==> config.mk <==
export PLATFORM = sky130hd
export DESIGN_NAME = reader_upper_regs
export DESIGN_NICKNAME = d
export VERILOG_FILES = /design/src/rtl/reader_upper_regs.v
export VERILOG_INCLUDE_DIRS = /design/src /design/src/rtl
export SDC_FILE = /design/constraint.sdc
export NUM_CORES = 1
export LEC_CHECK = 0
export BUFFER_PORTS_ARGS = -buffer_cell sky130_fd_sc_hd__buf_4
export CAP_MARGIN = 20
export CELL_PAD_IN_SITES_DETAIL_PLACEMENT = 1
export CELL_PAD_IN_SITES_GLOBAL_PLACEMENT = 1
export CORE_MARGIN = 4
export CORE_UTILIZATION = 40
export CTS_CLUSTER_DIAMETER = 100
export DETAILED_ROUTE_END_ITERATION = 6
export PLACE_DENSITY = 0.7
export SYNTH_ARGS = -nofsm -noshare
export SYNTH_HDL_FRONTEND = slang
export SYNTH_SLANG_ARGS = --single-unit
==> constraint.sdc <==
create_clock -name clk -period 44.7 [get_ports clk]
set_clock_uncertainty 0.2 [all_clocks]
set_input_delay 2.235 -clock clk [delete_from_list [all_inputs] [get_ports clk]]
set_output_delay 2.235 -clock clk [all_outputs]
set_load 0.01 [all_outputs]
==> src/rtl/reader_regs_map.vh <==
// register map, field positions and defaults of the reader register bank
// Functional notes
// - single-drive bit 7 set: one antenna driver only, else differential.
// - in single drive, bit 6 picks driver a (0) or driver b (1).
// - receive water level 64 bytes when clear, 80 bytes when set.
// - transmit water level 32 bytes when clear, 16 bytes when set.
// - crystal select: 0 is 13.56 MHz, 1 is 27.12 MHz; powers up 1.
// - clock field: 00 gives 3.39 MHz, 10 gives 13.56 MHz, 11 off.
// - crystal stopped and output enabled: 32 kHz clock on the pin.
// - low-frequency-clock-off bit 0 set suppresses the 32 kHz clock.
// - io configuration fields default only at power-up.
// - antenna calibration 21-23, modulation depth 24-25, drive levels 26-27, field threshold 29.
// - regulator control 2a read-write; 2b to 2d read-only displays.
// - capacitive sensor control 2e; displays 2f and 30 read-only.
// - wake-up timer 31; measurement config/ref writable, displays read.
// - read-only identity register at 3f.
// - configuration registers read-write, displays read-only over spi.
// - set-default restores all but io configuration registers.
`ifndef READER_REGS_MAP_VH
`define READER_REGS_MAP_VH

`define ADDR_IO_CFG        6'h00
`define ADDR_ANT_CTRL      6'h21
`define ADDR_ANT_TARGET    6'h22
`define ADDR_ANT_RESULT    6'h23
`define ADDR_MOD_CTRL      6'h24
`define ADDR_MOD_RESULT    6'h25
`define ADDR_DRV_MOD_LVL   6'h26
`define ADDR_DRV_NORM_LVL  6'h27
`define ADDR_FIELD_THR     6'h29
`define ADDR_REG_VCTRL     6'h2a
`define ADDR_REG_TMR_STAT  6'h2b
`define ADDR_SIG_STRENGTH  6'h2c
`define ADDR_GAIN_RED      6'h2d
`define ADDR_CAP_CTRL      6'h2e
`define ADDR_CAP_RESULT    6'h2f
`define ADDR_AUX_STAT      6'h30
`define ADDR_WAKE_TMR      6'h31
`define ADDR_AMP_CFG       6'h32
`define ADDR_AMP_REF       6'h33
`define ADDR_AMP_AVG       6'h34
`define ADDR_AMP_RES       6'h35
`define ADDR_PH_CFG        6'h36
`define ADDR_PH_REF        6'h37
`define ADDR_PH_AVG        6'h38
`define ADDR_PH_RES        6'h39
`define ADDR_CAPM_CFG      6'h3a
`define ADDR_CAPM_REF      6'h3b
`define ADDR_CAPM_AVG      6'h3c
`define ADDR_CAPM_RES      6'h3d
`define ADDR_IDENTITY      6'h3f

// io configuration field positions
`define IO_SINGLE_BIT      7
`define IO_SECOND_DRV_BIT  6
`define IO_RX_LEVEL_BIT    5
`define IO_TX_LEVEL_BIT    4
`define IO_XTAL_BIT        3
`define IO_CLK_HI_BIT      2
`define IO_CLK_LO_BIT      1
`define IO_LF_OFF_BIT      0
`define IO_CFG_RESET       8'h08
`define CFG_RESET          8'h00

// water levels in bytes
`define RX_LEVEL_LOW       7'h40
`define RX_LEVEL_HIGH      7'h50
`define TX_LEVEL_LOW       7'h20
`define TX_LEVEL_HIGH      7'h10

// clock output field codes
`define CLK_SEL_3M39       2'h0
`define CLK_SEL_6M78       2'h1
`define CLK_SEL_13M56      2'h2
`define CLK_SEL_OFF        2'h3

// divide ratios from a 13.56 MHz crystal; the divider doubles them for 27.12 MHz
`define DIV_3M39_X13       4'h4
`define DIV_6M78_X13       4'h2
`define DIV_13M56_X13      4'h1

`endif

==> src/rtl/reader_upper_regs.v <==
// upper register bank, io configuration register and clock output selection
`timescale 1ns/1ns
`include "reader_regs_map.vh"

module reader_upper_regs #(
    parameter IDENTITY_CODE = 8'h5a, // arbitrary neutral value
    parameter LF_DIV_HALF   = 16'd390 // 25 MHz / 32 kHz / 2
) (
    input  wire       clk,
    input  wire       sys_rst,
    input  wire       set_default,
    input  wire       wr_en,
    input  wire       rd_en,
    input  wire [5:0] addr,
    input  wire [7:0] wr_data,
    output reg  [7:0] rd_data,
    output reg        rd_valid,
    output wire       addr_hit,
    input  wire       xtal_clk,
    input  wire       xtal_running,
    input  wire [7:0] ant_cal_in,
    input  wire [7:0] mod_depth_in,
    input  wire [7:0] reg_timer_in,
    input  wire [7:0] sig_strength_in,
    input  wire [7:0] gain_red_in,
    input  wire [7:0] cap_sensor_in,
    input  wire [7:0] aux_in,
    input  wire [7:0] amp_avg_in,
    input  wire [7:0] amp_res_in,
    input  wire [7:0] ph_avg_in,
    input  wire [7:0] ph_res_in,
    input  wire [7:0] capm_avg_in,
    input  wire [7:0] capm_res_in,
    output reg        driver_a_en,
    output reg        driver_b_en,
    output reg        differential,
    output reg  [6:0] rx_water_level,
    output reg  [6:0] tx_water_level,
    output reg        xtal_27m,
    output reg        mcu_clk,
    output reg  [7:0] antenna_cal_control,
    output reg  [7:0] antenna_cal_target,
    output reg  [7:0] mod_depth_control,
    output reg  [7:0] driver_modulated_level,
    output reg  [7:0] driver_normal_level,
    output reg  [7:0] field_detect_threshold,
    output reg  [7:0] regulator_voltage_control,
    output reg  [7:0] cap_sensor_control,
    output reg  [7:0] wake_timer_control,
    output reg  [7:0] amplitude_meas_config,
    output reg  [7:0] amplitude_meas_reference,
    output reg  [7:0] phase_meas_config,
    output reg  [7:0] phase_meas_reference,
    output reg  [7:0] capacitance_meas_config,
    output reg  [7:0] capacitance_meas_reference
);

////////////////////////////////////////////////////////////////////////////
reg  [7:0] io_drive_clock_config;
reg  [7:0] next_rd_data;
reg        next_hit;
reg  [7:0] ro_sync1 [0:12];
reg  [7:0] ro_sync2 [0:12];
reg  [7:0] ro_sync3 [0:12];
reg  [7:0] ro_word  [0:12];
reg        run_s1;
reg        run_s2;
reg        xtal_s1;
reg        xtal_s2;
reg        xtal_d;
reg  [3:0] div_cnt;
reg  [15:0] lf_cnt;
reg        lf_clk;
reg        hf_clk;
integer    i;
wire [7:0] ro_in [0:12];
wire [1:0] clk_sel;
wire [3:0] div_ratio;

assign ro_in[0]  = ant_cal_in;
assign ro_in[1]  = mod_depth_in;
assign ro_in[2]  = reg_timer_in;
assign ro_in[3]  = sig_strength_in;
assign ro_in[4]  = gain_red_in;
assign ro_in[5]  = cap_sensor_in;
assign ro_in[6]  = aux_in;
assign ro_in[7]  = amp_avg_in;
assign ro_in[8]  = amp_res_in;
assign ro_in[9]  = ph_avg_in;
assign ro_in[10] = ph_res_in;
assign ro_in[11] = capm_avg_in;
assign ro_in[12] = capm_res_in;
assign addr_hit  = next_hit;

function is_addr;
    input [5:0] a;
    input [5:0] b;
    begin
        is_addr = (a == b);
    end
endfunction

////////////////////////////////////////////////////////////////////////////
// display inputs come from analog blocks on other timing
always @(posedge clk or posedge sys_rst) begin
    if (sys_rst) begin
        for (i = 0; i < 13; i = i + 1) begin
            ro_sync1[i] <= 8'h00;
            ro_sync2[i] <= 8'h00;
            ro_sync3[i] <= 8'h00;
            ro_word[i]  <= 8'h00;
        end
        run_s1  <= 1'b0;
        run_s2  <= 1'b0;
        xtal_s1 <= 1'b0;
        xtal_s2 <= 1'b0;
    end else begin
        for (i = 0; i < 13; i = i + 1) begin
            ro_sync1[i] <= ro_in[i];
            ro_sync2[i] <= ro_sync1[i];
            ro_sync3[i] <= ro_sync2[i];
            // bits may skew across the sync; take a word only once it
            // stood alike on two edges, so a read never shows it torn
            if (ro_sync2[i] == ro_sync3[i]) begin
                ro_word[i] <= ro_sync3[i];
            end
        end
        run_s1  <= xtal_running;
        run_s2  <= run_s1;
        xtal_s1 <= xtal_clk;
        xtal_s2 <= xtal_s1;
    end
end

////////////////////////////////////////////////////////////////////////////
// io configuration defaults only on power-up reset
always @(posedge clk or posedge sys_rst) begin
    if (sys_rst) begin
        io_drive_clock_config <= `IO_CFG_RESET;
    end else if (wr_en && is_addr(addr, `ADDR_IO_CFG)) begin
        io_drive_clock_config <= wr_data;
    end
end

// set-default clears the rest; writable entries
always @(posedge clk or posedge sys_rst) begin
    if (sys_rst) begin
        antenna_cal_control        <= `CFG_RESET;
        antenna_cal_target         <= `CFG_RESET;
        mod_depth_control          <= `CFG_RESET;
        driver_modulated_level     <= `CFG_RESET;
        driver_normal_level        <= `CFG_RESET;
        field_detect_threshold     <= `CFG_RESET;
        regulator_voltage_control  <= `CFG_RESET;
        cap_sensor_control         <= `CFG_RESET;
        wake_timer_control         <= `CFG_RESET;
        amplitude_meas_config      <= `CFG_RESET;
        amplitude_meas_reference   <= `CFG_RESET;
        phase_meas_config          <= `CFG_RESET;
        phase_meas_reference       <= `CFG_RESET;
        capacitance_meas_config    <= `CFG_RESET;
        capacitance_meas_reference <= `CFG_RESET;
    end else if (set_default) begin
        antenna_cal_control        <= `CFG_RESET;
        antenna_cal_target         <= `CFG_RESET;
        mod_depth_control          <= `CFG_RESET;
        driver_modulated_level     <= `CFG_RESET;
        driver_normal_level        <= `CFG_RESET;
        field_detect_threshold     <= `CFG_RESET;
        regulator_voltage_control  <= `CFG_RESET;
        cap_sensor_control         <= `CFG_RESET;
        wake_timer_control         <= `CFG_RESET;
        amplitude_meas_config      <= `CFG_RESET;
        amplitude_meas_reference   <= `CFG_RESET;
        phase_meas_config          <= `CFG_RESET;
        phase_meas_reference       <= `CFG_RESET;
        capacitance_meas_config    <= `CFG_RESET;
        capacitance_meas_reference <= `CFG_RESET;
    end else if (wr_en) begin
        if (is_addr(addr, `ADDR_ANT_CTRL)) begin
            antenna_cal_control <= wr_data;
        end else if (is_addr(addr, `ADDR_ANT_TARGET)) begin
            antenna_cal_target <= wr_data;
        end else if (is_addr(addr, `ADDR_MOD_CTRL)) begin
            mod_depth_control <= wr_data;
        end else if (is_addr(addr, `ADDR_DRV_MOD_LVL)) begin
            driver_modulated_level <= wr_data;
        end else if (is_addr(addr, `ADDR_DRV_NORM_LVL)) begin
            driver_normal_level <= wr_data;
        end else if (is_addr(addr, `ADDR_FIELD_THR)) begin
            field_detect_threshold <= wr_data;
        end else if (is_addr(addr, `ADDR_REG_VCTRL)) begin
            regulator_voltage_control <= wr_data;
        end else if (is_addr(addr, `ADDR_CAP_CTRL)) begin
            cap_sensor_control <= wr_data;
        end else if (is_addr(addr, `ADDR_WAKE_TMR)) begin
            wake_timer_control <= wr_data;
        end else if (is_addr(addr, `ADDR_AMP_CFG)) begin
            amplitude_meas_config <= wr_data;
        end else if (is_addr(addr, `ADDR_AMP_REF)) begin
            amplitude_meas_reference <= wr_data;
        end else if (is_addr(addr, `ADDR_PH_CFG)) begin
            phase_meas_config <= wr_data;
        end else if (is_addr(addr, `ADDR_PH_REF)) begin
            phase_meas_reference <= wr_data;
        end else if (is_addr(addr, `ADDR_CAPM_CFG)) begin
            capacitance_meas_config <= wr_data;
        end else if (is_addr(addr, `ADDR_CAPM_REF)) begin
            capacitance_meas_reference <= wr_data;
        end
        // displays, 28 and 3e fall through unchanged
    end
end

////////////////////////////////////////////////////////////////////////////
// read decode
always @* begin
    next_hit     = 1'b1;
    next_rd_data = 8'h00;
    if (is_addr(addr, `ADDR_IO_CFG)) begin
        next_rd_data = io_drive_clock_config;
    end else if (is_addr(addr, `ADDR_ANT_CTRL)) begin
        next_rd_data = antenna_cal_control;
    end else if (is_addr(addr, `ADDR_ANT_TARGET)) begin
        next_rd_data = antenna_cal_target;
    end else if (is_addr(addr, `ADDR_ANT_RESULT)) begin
        next_rd_data = ro_word[0];
    end else if (is_addr(addr, `ADDR_MOD_CTRL)) begin
        next_rd_data = mod_depth_control;
    end else if (is_addr(addr, `ADDR_MOD_RESULT)) begin
        next_rd_data = ro_word[1];
    end else if (is_addr(addr, `ADDR_DRV_MOD_LVL)) begin
        next_rd_data = driver_modulated_level;
    end else if (is_addr(addr, `ADDR_DRV_NORM_LVL)) begin
        next_rd_data = driver_normal_level;
    end else if (is_addr(addr, `ADDR_FIELD_THR)) begin
        next_rd_data = field_detect_threshold;
    end else if (is_addr(addr, `ADDR_REG_VCTRL)) begin
        next_rd_data = regulator_voltage_control;
    end else if (is_addr(addr, `ADDR_REG_TMR_STAT)) begin
        next_rd_data = ro_word[2];
    end else if (is_addr(addr, `ADDR_SIG_STRENGTH)) begin
        next_rd_data = ro_word[3];
    end else if (is_addr(addr, `ADDR_GAIN_RED)) begin
        next_rd_data = ro_word[4];
    end else if (is_addr(addr, `ADDR_CAP_CTRL)) begin
        next_rd_data = cap_sensor_control;
    end else if (is_addr(addr, `ADDR_CAP_RESULT)) begin
        next_rd_data = ro_word[5];
    end else if (is_addr(addr, `ADDR_AUX_STAT)) begin
        next_rd_data = ro_word[6];
    end else if (is_addr(addr, `ADDR_WAKE_TMR)) begin
        next_rd_data = wake_timer_control;
    end else if (is_addr(addr, `ADDR_AMP_CFG)) begin
        next_rd_data = amplitude_meas_config;
    end else if (is_addr(addr, `ADDR_AMP_REF)) begin
        next_rd_data = amplitude_meas_reference;
    end else if (is_addr(addr, `ADDR_AMP_AVG)) begin
        next_rd_data = ro_word[7];
    end else if (is_addr(addr, `ADDR_AMP_RES)) begin
        next_rd_data = ro_word[8];
    end else if (is_addr(addr, `ADDR_PH_CFG)) begin
        next_rd_data = phase_meas_config;
    end else if (is_addr(addr, `ADDR_PH_REF)) begin
        next_rd_data = phase_meas_reference;
    end else if (is_addr(addr, `ADDR_PH_AVG)) begin
        next_rd_data = ro_word[9];
    end else if (is_addr(addr, `ADDR_PH_RES)) begin
        next_rd_data = ro_word[10];
    end else if (is_addr(addr, `ADDR_CAPM_CFG)) begin
        next_rd_data = capacitance_meas_config;
    end else if (is_addr(addr, `ADDR_CAPM_REF)) begin
        next_rd_data = capacitance_meas_reference;
    end else if (is_addr(addr, `ADDR_CAPM_AVG)) begin
        next_rd_data = ro_word[11];
    end else if (is_addr(addr, `ADDR_CAPM_RES)) begin
        next_rd_data = ro_word[12];
    end else if (is_addr(addr, `ADDR_IDENTITY)) begin
        next_rd_data = IDENTITY_CODE;
    end else begin
        // lower map lives elsewhere; unassigned reads give zero
        next_hit = 1'b0;
    end
end

always @(posedge clk or posedge sys_rst) begin
    if (sys_rst) begin
        rd_data  <= 8'h00;
        rd_valid <= 1'b0;
    end else begin
        rd_valid <= rd_en;
        if (rd_en) begin
            rd_data <= next_rd_data;
        end
    end
end

////////////////////////////////////////////////////////////////////////////
assign clk_sel = {io_drive_clock_config[`IO_CLK_HI_BIT],
                  io_drive_clock_config[`IO_CLK_LO_BIT]};
// code 01 is the intermediate divide
assign div_ratio = (clk_sel == `CLK_SEL_6M78)  ? `DIV_6M78_X13 :
                   (clk_sel == `CLK_SEL_13M56) ? `DIV_13M56_X13 :
                   `DIV_3M39_X13;

always @(posedge clk or posedge sys_rst) begin
    if (sys_rst) begin
        driver_a_en    <= 1'b1;
        driver_b_en    <= 1'b1;
        differential   <= 1'b1;
        rx_water_level <= `RX_LEVEL_LOW;
        tx_water_level <= `TX_LEVEL_LOW;
        xtal_27m       <= 1'b1;
    end else begin
        differential <= ~io_drive_clock_config[`IO_SINGLE_BIT];
        driver_a_en  <= ~io_drive_clock_config[`IO_SINGLE_BIT] |
                        ~io_drive_clock_config[`IO_SECOND_DRV_BIT];
        driver_b_en  <= ~io_drive_clock_config[`IO_SINGLE_BIT] |
                        io_drive_clock_config[`IO_SECOND_DRV_BIT];
        rx_water_level <= io_drive_clock_config[`IO_RX_LEVEL_BIT] ?
                          `RX_LEVEL_HIGH : `RX_LEVEL_LOW;
        tx_water_level <= io_drive_clock_config[`IO_TX_LEVEL_BIT] ?
                          `TX_LEVEL_HIGH : `TX_LEVEL_LOW;
        // crystal select, host gates its fast rates on it
        xtal_27m <= io_drive_clock_config[`IO_XTAL_BIT];
    end
end

// divider counts crystal rising edges; a 27.12 MHz crystal doubles the ratio
always @(posedge clk or posedge sys_rst) begin
    if (sys_rst) begin
        xtal_d  <= 1'b0;
        div_cnt <= 4'h0;
        hf_clk  <= 1'b0;
        lf_cnt  <= 16'h0000;
        lf_clk  <= 1'b0;
    end else begin
        xtal_d <= xtal_s2;
        if (xtal_s2 & ~xtal_d) begin
            if (div_cnt >= ((xtal_27m ? {div_ratio[2:0], 1'b0} : div_ratio)
                            >> 1) - 4'h1) begin
                div_cnt <= 4'h0;
                hf_clk  <= ~hf_clk;
            end else begin
                div_cnt <= div_cnt + 4'h1;
            end
        end
        if (lf_cnt >= LF_DIV_HALF - 16'h0001) begin
            lf_cnt <= 16'h0000;
            lf_clk <= ~lf_clk;
        end else begin
            lf_cnt <= lf_cnt + 16'h0001;
        end
    end
end

always @(posedge clk or posedge sys_rst) begin
    if (sys_rst) begin
        mcu_clk <= 1'b0;
    end else if (clk_sel == `CLK_SEL_OFF) begin
        mcu_clk <= 1'b0;
    end else if (run_s2) begin
        mcu_clk <= (div_ratio == `DIV_13M56_X13 && !xtal_27m) ?
                   xtal_s2 : hf_clk;
    end else if (io_drive_clock_config[`IO_LF_OFF_BIT]) begin
        mcu_clk <= 1'b0;
    end else begin
        mcu_clk <= lf_clk;
    end
end

endmodule

# Word level (Yosys, flattened, before mapping)
# Cells that the tools add are included.
op_classes:
  reduce_logical: 36
  mux: 221
  n_addsub: 3
  bitwise_logic: 8
  n_lt_le_gt_ge: 2
  eq_ne: 60
op_table:
  columns: ["cell", "count"]
  rows:
  - ["8-bit two-way mux", 179]
  - ["6-bit equality test, second input constant", 29]
  - ["8-bit equality test", 13]
  - ["1-bit two-way mux", 34]
  - ["2-bit nonzero test", 16]
  - ["2-bit != test, second input constant", 14]
  - ["16-bit by 1-bit adder with 16-bit output, second input constant", 1]
  - ["16-bit by 9-bit >= comparator with 1-bit output, second input constant", 1]
  - ["16-bit two-way mux", 1]
  - ["16-bit AND reduction", 1]
  - ["15-bit AND reduction", 1]
  - ["14-bit AND reduction", 1]
  - ["13-bit AND reduction", 1]
  - ["12-bit AND reduction", 1]
  - ["11-bit AND reduction", 1]
  - ["10-bit AND reduction", 1]
  - ["9-bit AND reduction", 1]
  - ["4-bit two-way mux", 2]
  - ["8-bit AND reduction", 1]
  - ["7-bit two-way mux", 1]
  - ["7-bit AND reduction", 1]
  - ["6-bit logical NOT", 1]
  - ["3-bit two-way mux", 2]
  - ["6-bit two-way mux", 1]
  - ["other kinds (17)", 25]
word_totals:
  word_cells: 416
  ff_bits: 598
  out_inout_bits: 149
  inputBits: 125

# Depth between registers and ports, before layout
logic_depth:
  ltp_word: 31
  depth_mapped: 10
  depth_no_buf: 10

# Least setup slack after synthesis
# No wires, ideal clock.
synth_path:
  path_kind: "input to output"
  from: "in addr[0]"
  to: "out addr_hit"
  slack_ps: 39027
  stages: 5
  required_ps: 42265
  n_path_buf: 2
  arrival_time_ps: 3238
  path_cell_list: "buf_6 > nor2_2 > clkbuf_1 > and3_1 > o22a_1"
synth_between:
  elab_chain_cells: 31
  elab_cells_between_ends: 60
synth_rtl:
  columns: ["element", "line", "text"]
  rows:
  - ["start: declaration", "reader_upper_regs.v:14", "input wire [5:0] addr,"]
  - ["6-bit equality test", "reader_upper_regs.v:99", "is_addr = (a == b);"]
  - ["1-bit two-way mux", "reader_upper_regs.v:278", "end else if (is_addr(addr, `ADDR_IDENTITY)) begin"]
  - ["1-bit two-way mux", "reader_upper_regs.v:276", "end else if (is_addr(addr, `ADDR_CAPM_RES)) begin"]
  - ["1-bit two-way mux", "reader_upper_regs.v:274", "end else if (is_addr(addr, `ADDR_CAPM_AVG)) begin"]
  - ["1-bit two-way mux", "reader_upper_regs.v:272", "end else if (is_addr(addr, `ADDR_CAPM_REF)) begin"]
  - ["1-bit two-way mux", "reader_upper_regs.v:270", "end else if (is_addr(addr, `ADDR_CAPM_CFG)) begin"]
  - ["1-bit two-way mux", "reader_upper_regs.v:268", "end else if (is_addr(addr, `ADDR_PH_RES)) begin"]
  - ["1-bit two-way mux", "reader_upper_regs.v:266", "end else if (is_addr(addr, `ADDR_PH_AVG)) begin"]
  - ["[15 not listed]", null, null]
  - ["1-bit two-way mux", "reader_upper_regs.v:234", "end else if (is_addr(addr, `ADDR_DRV_NORM_LVL)) begin"]
  - ["1-bit two-way mux", "reader_upper_regs.v:232", "end else if (is_addr(addr, `ADDR_DRV_MOD_LVL)) begin"]
  - ["1-bit two-way mux", "reader_upper_regs.v:230", "end else if (is_addr(addr, `ADDR_MOD_RESULT)) begin"]
  - ["1-bit two-way mux", "reader_upper_regs.v:228", "end else if (is_addr(addr, `ADDR_MOD_CTRL)) begin"]
  - ["1-bit two-way mux", "reader_upper_regs.v:226", "end else if (is_addr(addr, `ADDR_ANT_RESULT)) begin"]
  - ["1-bit two-way mux", "reader_upper_regs.v:224", "end else if (is_addr(addr, `ADDR_ANT_TARGET)) begin"]
  - ["1-bit two-way mux", "reader_upper_regs.v:222", "end else if (is_addr(addr, `ADDR_ANT_CTRL)) begin"]
  - ["1-bit two-way mux (*)", "reader_upper_regs.v:220", "if (is_addr(addr, `ADDR_IO_CFG)) begin"]
  - ["end: declaration", "reader_upper_regs.v:18", "output wire addr_hit,"]
# Mark *: on every way between the ends. The rest lies on a longest branch, timed or not.

# Worst setup path in the final report
layout_path:
  from: "in addr[1]"
  to: "out addr_hit"
# Same word-level chain as after synthesis.

==> flow_metrics.py <==
metrics = {
    "floorplanning": {
        "die_x_um": 243.9,
        "dieArea_mm2": 0.05950,
        "core_mm2": 0.05509,
        "ioPinCount": 274,
        "fp-row-count": 86,
        "initial_core_util_pct": 40.41,
        "die_h_um": 243.9,
    },
    "timing": {
        "hold_violations": 0,
        "fmax_mhz": 148.2,
        "hold_ws_ns": 0.1306,
        "period_share_pct": 15.09,
        "worst_pin_slew_ns": 1.026,
        "rsz0062_at_grt": "false",
        "fin_crit_ns": 6.746,
        "setup_viol": 0,
        "finalSetupTns_ns": 0,
        "slew_violations": 0,
        "relSlewSlack_pct": 31.44,
    },
    "cts": {
        "cts_resized": 0,
        "clock_latency_ns": 0.60,
        "clk_pin_slew_ns": 0.06,
        "cts_max_path_buffers": 3,
        "numCtsBuffers": 66,
        "postCtsSetupRepairBufs": 0,
        "cts_tree": "yes",
        "htreeDepth": 3,
        "clock-sinks": 588,
        "clock-root-buffer": "clkbuf_16",
        "postCtsHoldBufs": 0,
    },
    "worst_setup_path": {
        "path_max_fanout": 52,
        "cp_common_cell": "buf_4",
        "worst-r2r-setup-slack_ns": 41.82,
        "cpMaxStageDelayCell": "nor2_2",
        "slowest_delay_ns": 0.77,
        "critPathRequiredTime_ns": 42.26,
        "path_cells": "buf_4 > buf_4 > nor2_2 > and3_1 > o22a_1 > buf_4",
        "worstPathArrival_ns": 4.31,
        "start_kind": "input pin",
        "worst-setup-path-type": "input pin to primary output",
        "crit_path_end_kind": "primary output",
    },
    "global_route": {
        "grt_overflow": 0,
        "grt_start_max_net_pins": 139,
        "grt_usage_pct": 22.84,
        "grt_pass1_vias": 16163,
        "antenna_found_initial": 3,
        "grt_pass1_wl_um": 103000,
    },
    "placed_design": {
        "dpl_cell_area_mm2": 0.02485,
        "hpwl_um": 48310,
        "io_buffers": 262,
        "gp_congestion": 0.8946,
    },
    "drt": {
        "wirelength_um": 67960,
        "via_per_inst": 5.332,
        "drtIter0Drc": 1136,
        "route.detailed.drc": 0,
        "antenna_left": 0,
        "routedWlPerCell_um": 24.22,
        "first_pass_iters": 5,
        "route.vias.total": 14961,
    },
    "synth": {
        "syn-instance-count": 1733,
        "synth.avg_cell_area_um2": 12.85,
        "async_flop_share_pct": 100.0,
        "synthesis.area_mm2": 0.02226,
        "yosysWarnings": 0,
        "ys.flop_type": "dfrtp_1",
        "ys_ff_latch": 588,
        "ys_seq_area_share_pct": 66.12,
        "synth_cell_types": 82,
        "synth_edf_count": 0,
    },
    "power": {
        "powerDensity_mw_per_mm2": 46.65,
        "peakVddDrop_uv": 31.05,
        "p_total_mw": 1.265,
        "p_leak_nw": 12.49,
    },
    "flow_run": {
        "max_cap_viol_count": 0,
    },
    "run_status": {
        "status": "finished clean",
    },
    "layout": {
        "fin_nets": 2148,
        "stdcell_area_mm2": 0.02712,
        "post_route_cells_drive_above_1_share_pct": 26.11,
        "area_growth_pct": 21.82,
    },
    "min_path": {
        "hold_class": "flip-flop to flip-flop",
    },
}
==> path summary, 6_finish.rpt <==
kind,startpoint,end,depth (start not counted)
min,ro_sync1[26]$_DFF_PP0_,ro_sync2[26]$_DFF_PP0_,0
min in group asynchronous,sys_rst,ro_sync2[8]$_DFF_PP0_,2
max,addr[1],addr_hit,6
min reg2reg,ro_sync1[26]$_DFF_PP0_,ro_sync2[26]$_DFF_PP0_,0
max in group asynchronous,sys_rst,ro_sync1[93]$_DFF_PP0_,4
max reg2reg,io_drive_clock_config[2]$_DFFE_PP0P_,div_cnt[0]$_DFFE_PP0P_,10
==> stage by stage <==
| stage | worst slack [ns] | utilization [%] | std cells |
|---|---|---|---|
| 6_report | 37.95 | 49.23 | 2806 |
| 5_1_grt | 37.91 | 49.23 | 2806 |
| 4_1_cts | 38.01 | 49.06 | 2797 |
| 3_5_place_dp | 38.02 | 45.11 | 2682 |
| 3_3_place_gp | 38.05 | 45.07 | 2679 |
| 2_1_floorplan | 25.82 | - | 1749 |
==> cell usage after synthesis (all sizes together) (4+ instances only) <==
cell / count / area share (%)
nor3: 8 / 0.20
a31oi: 17 / 0.48
and3: 8 / 0.22
nor3b: 4 / 0.16
clkbuf: 35 / 0.61
ha: 13 / 0.73
a21oi: 61 / 1.4
dfstp: 6 / 0.71
nand3: 38 / 0.85
nor4: 30 / 0.84
xor2: 111 / 4.4
o21ai: 152 / 3.4
mux2: 119 / 6.0
nand2: 197 / 3.3
a21boi: 4 / 0.13
o22ai: 16 / 0.45
a22oi: 11 / 0.37
nor2b: 10 / 0.28
inv: 22 / 0.37
o221ai: 11 / 0.43
a32oi: 8 / 0.31
dfrtp: 582 / 65
nand2b: 22 / 0.62
mux2i: 31 / 1.4
nor2: 48 / 0.82
a221oi: 9 / 0.35
a211oi: 8 / 0.29
buf: 60 / 1.7
a21o: 4 / 0.13
a311oi: 5 / 0.22
o211ai: 12 / 0.40
==> layout by cell type, fill, tap and decap left out, types with 12 or more instances in the layout <==
master / instances
inv_1: 21
a31oi_1: 17
o21ai_0: 151
clkbuf_8: 16
clkbuf_16: 68
conb_1: 18
mux2_2: 119
nand2_1: 197
clkbuf_1: 12
xor2_1: 111
mux2i_1: 31
nor4_1: 30
ha_1: 13
nor2_1: 47
o211ai_1: 12
nand3_1: 38
o22ai_1: 16
nand2b_1: 22
dfrtp_1: 582
a21oi_1: 61
buf_4: 285
==> layer usage <==
metal / up-vias / GRT usage, % / share of wire (%)
li1: 6616 / - / -
met1: 7745 / 30.84 / 43
met2: 492 / 37.60 / 48
met3: 104 / 4.755 / 6.4
met4: 4 / 6.734 / 2.5
met5: - / 0 / 0.034
==> registers in the layout, summed over array words and instances (netlist names), 16 cells and up <==
register,flops
ro_sync1,104
ro_sync2,104
lf_cnt,16
ro_sync3,104
ro_word,104
==> cell type report <==
type                            instances  area, µm²
Multi-Input combinational cell       1043       6999
Clock inverter                         19      207.7
Fill cell                            5704      27970
Antenna cell                            1      2.502
Tap cell                              748      935.9
Clock buffer                           96       1967
Timing Repair Buffer                  288       2195
Sequential cell                       588      14720
Inverter                               23      93.84
==> logic make-up (layout without fill, tap and decap cells) <==
family	after synthesis	count (layout)	synth area share [%]
flops	588	588	66.12
simple gates	391	391	8.357
compound gates	354	354	9.846
mux	153	153	7.716
buf+inv	118	426	2.709
xor+xnor	114	114	4.485
fa+ha+maj	13	13	0.7306
other cells	2	19	0.03373
==> critical path, delay by kind of cell <==
family,cells,cell delay (ns)
AOI/OAI and AO/OA,1,0.27
buffers and inverters,3,0.74
and+or+nand+nor,2,1.03
==> power breakdown <==
| group | total [mW] | switching (mW) | internal (mW) |
|---|---|---|---|
| clock | 0.534 | 0.215 | 0.319 |
| sequential | 0.612 | 0.0384 | 0.574 |
| combinational | 0.119 | 0.0658 | 0.0530 |
| total | 1.27 | 0.320 | 0.945 |
Power figures use the tool's default switching activity.
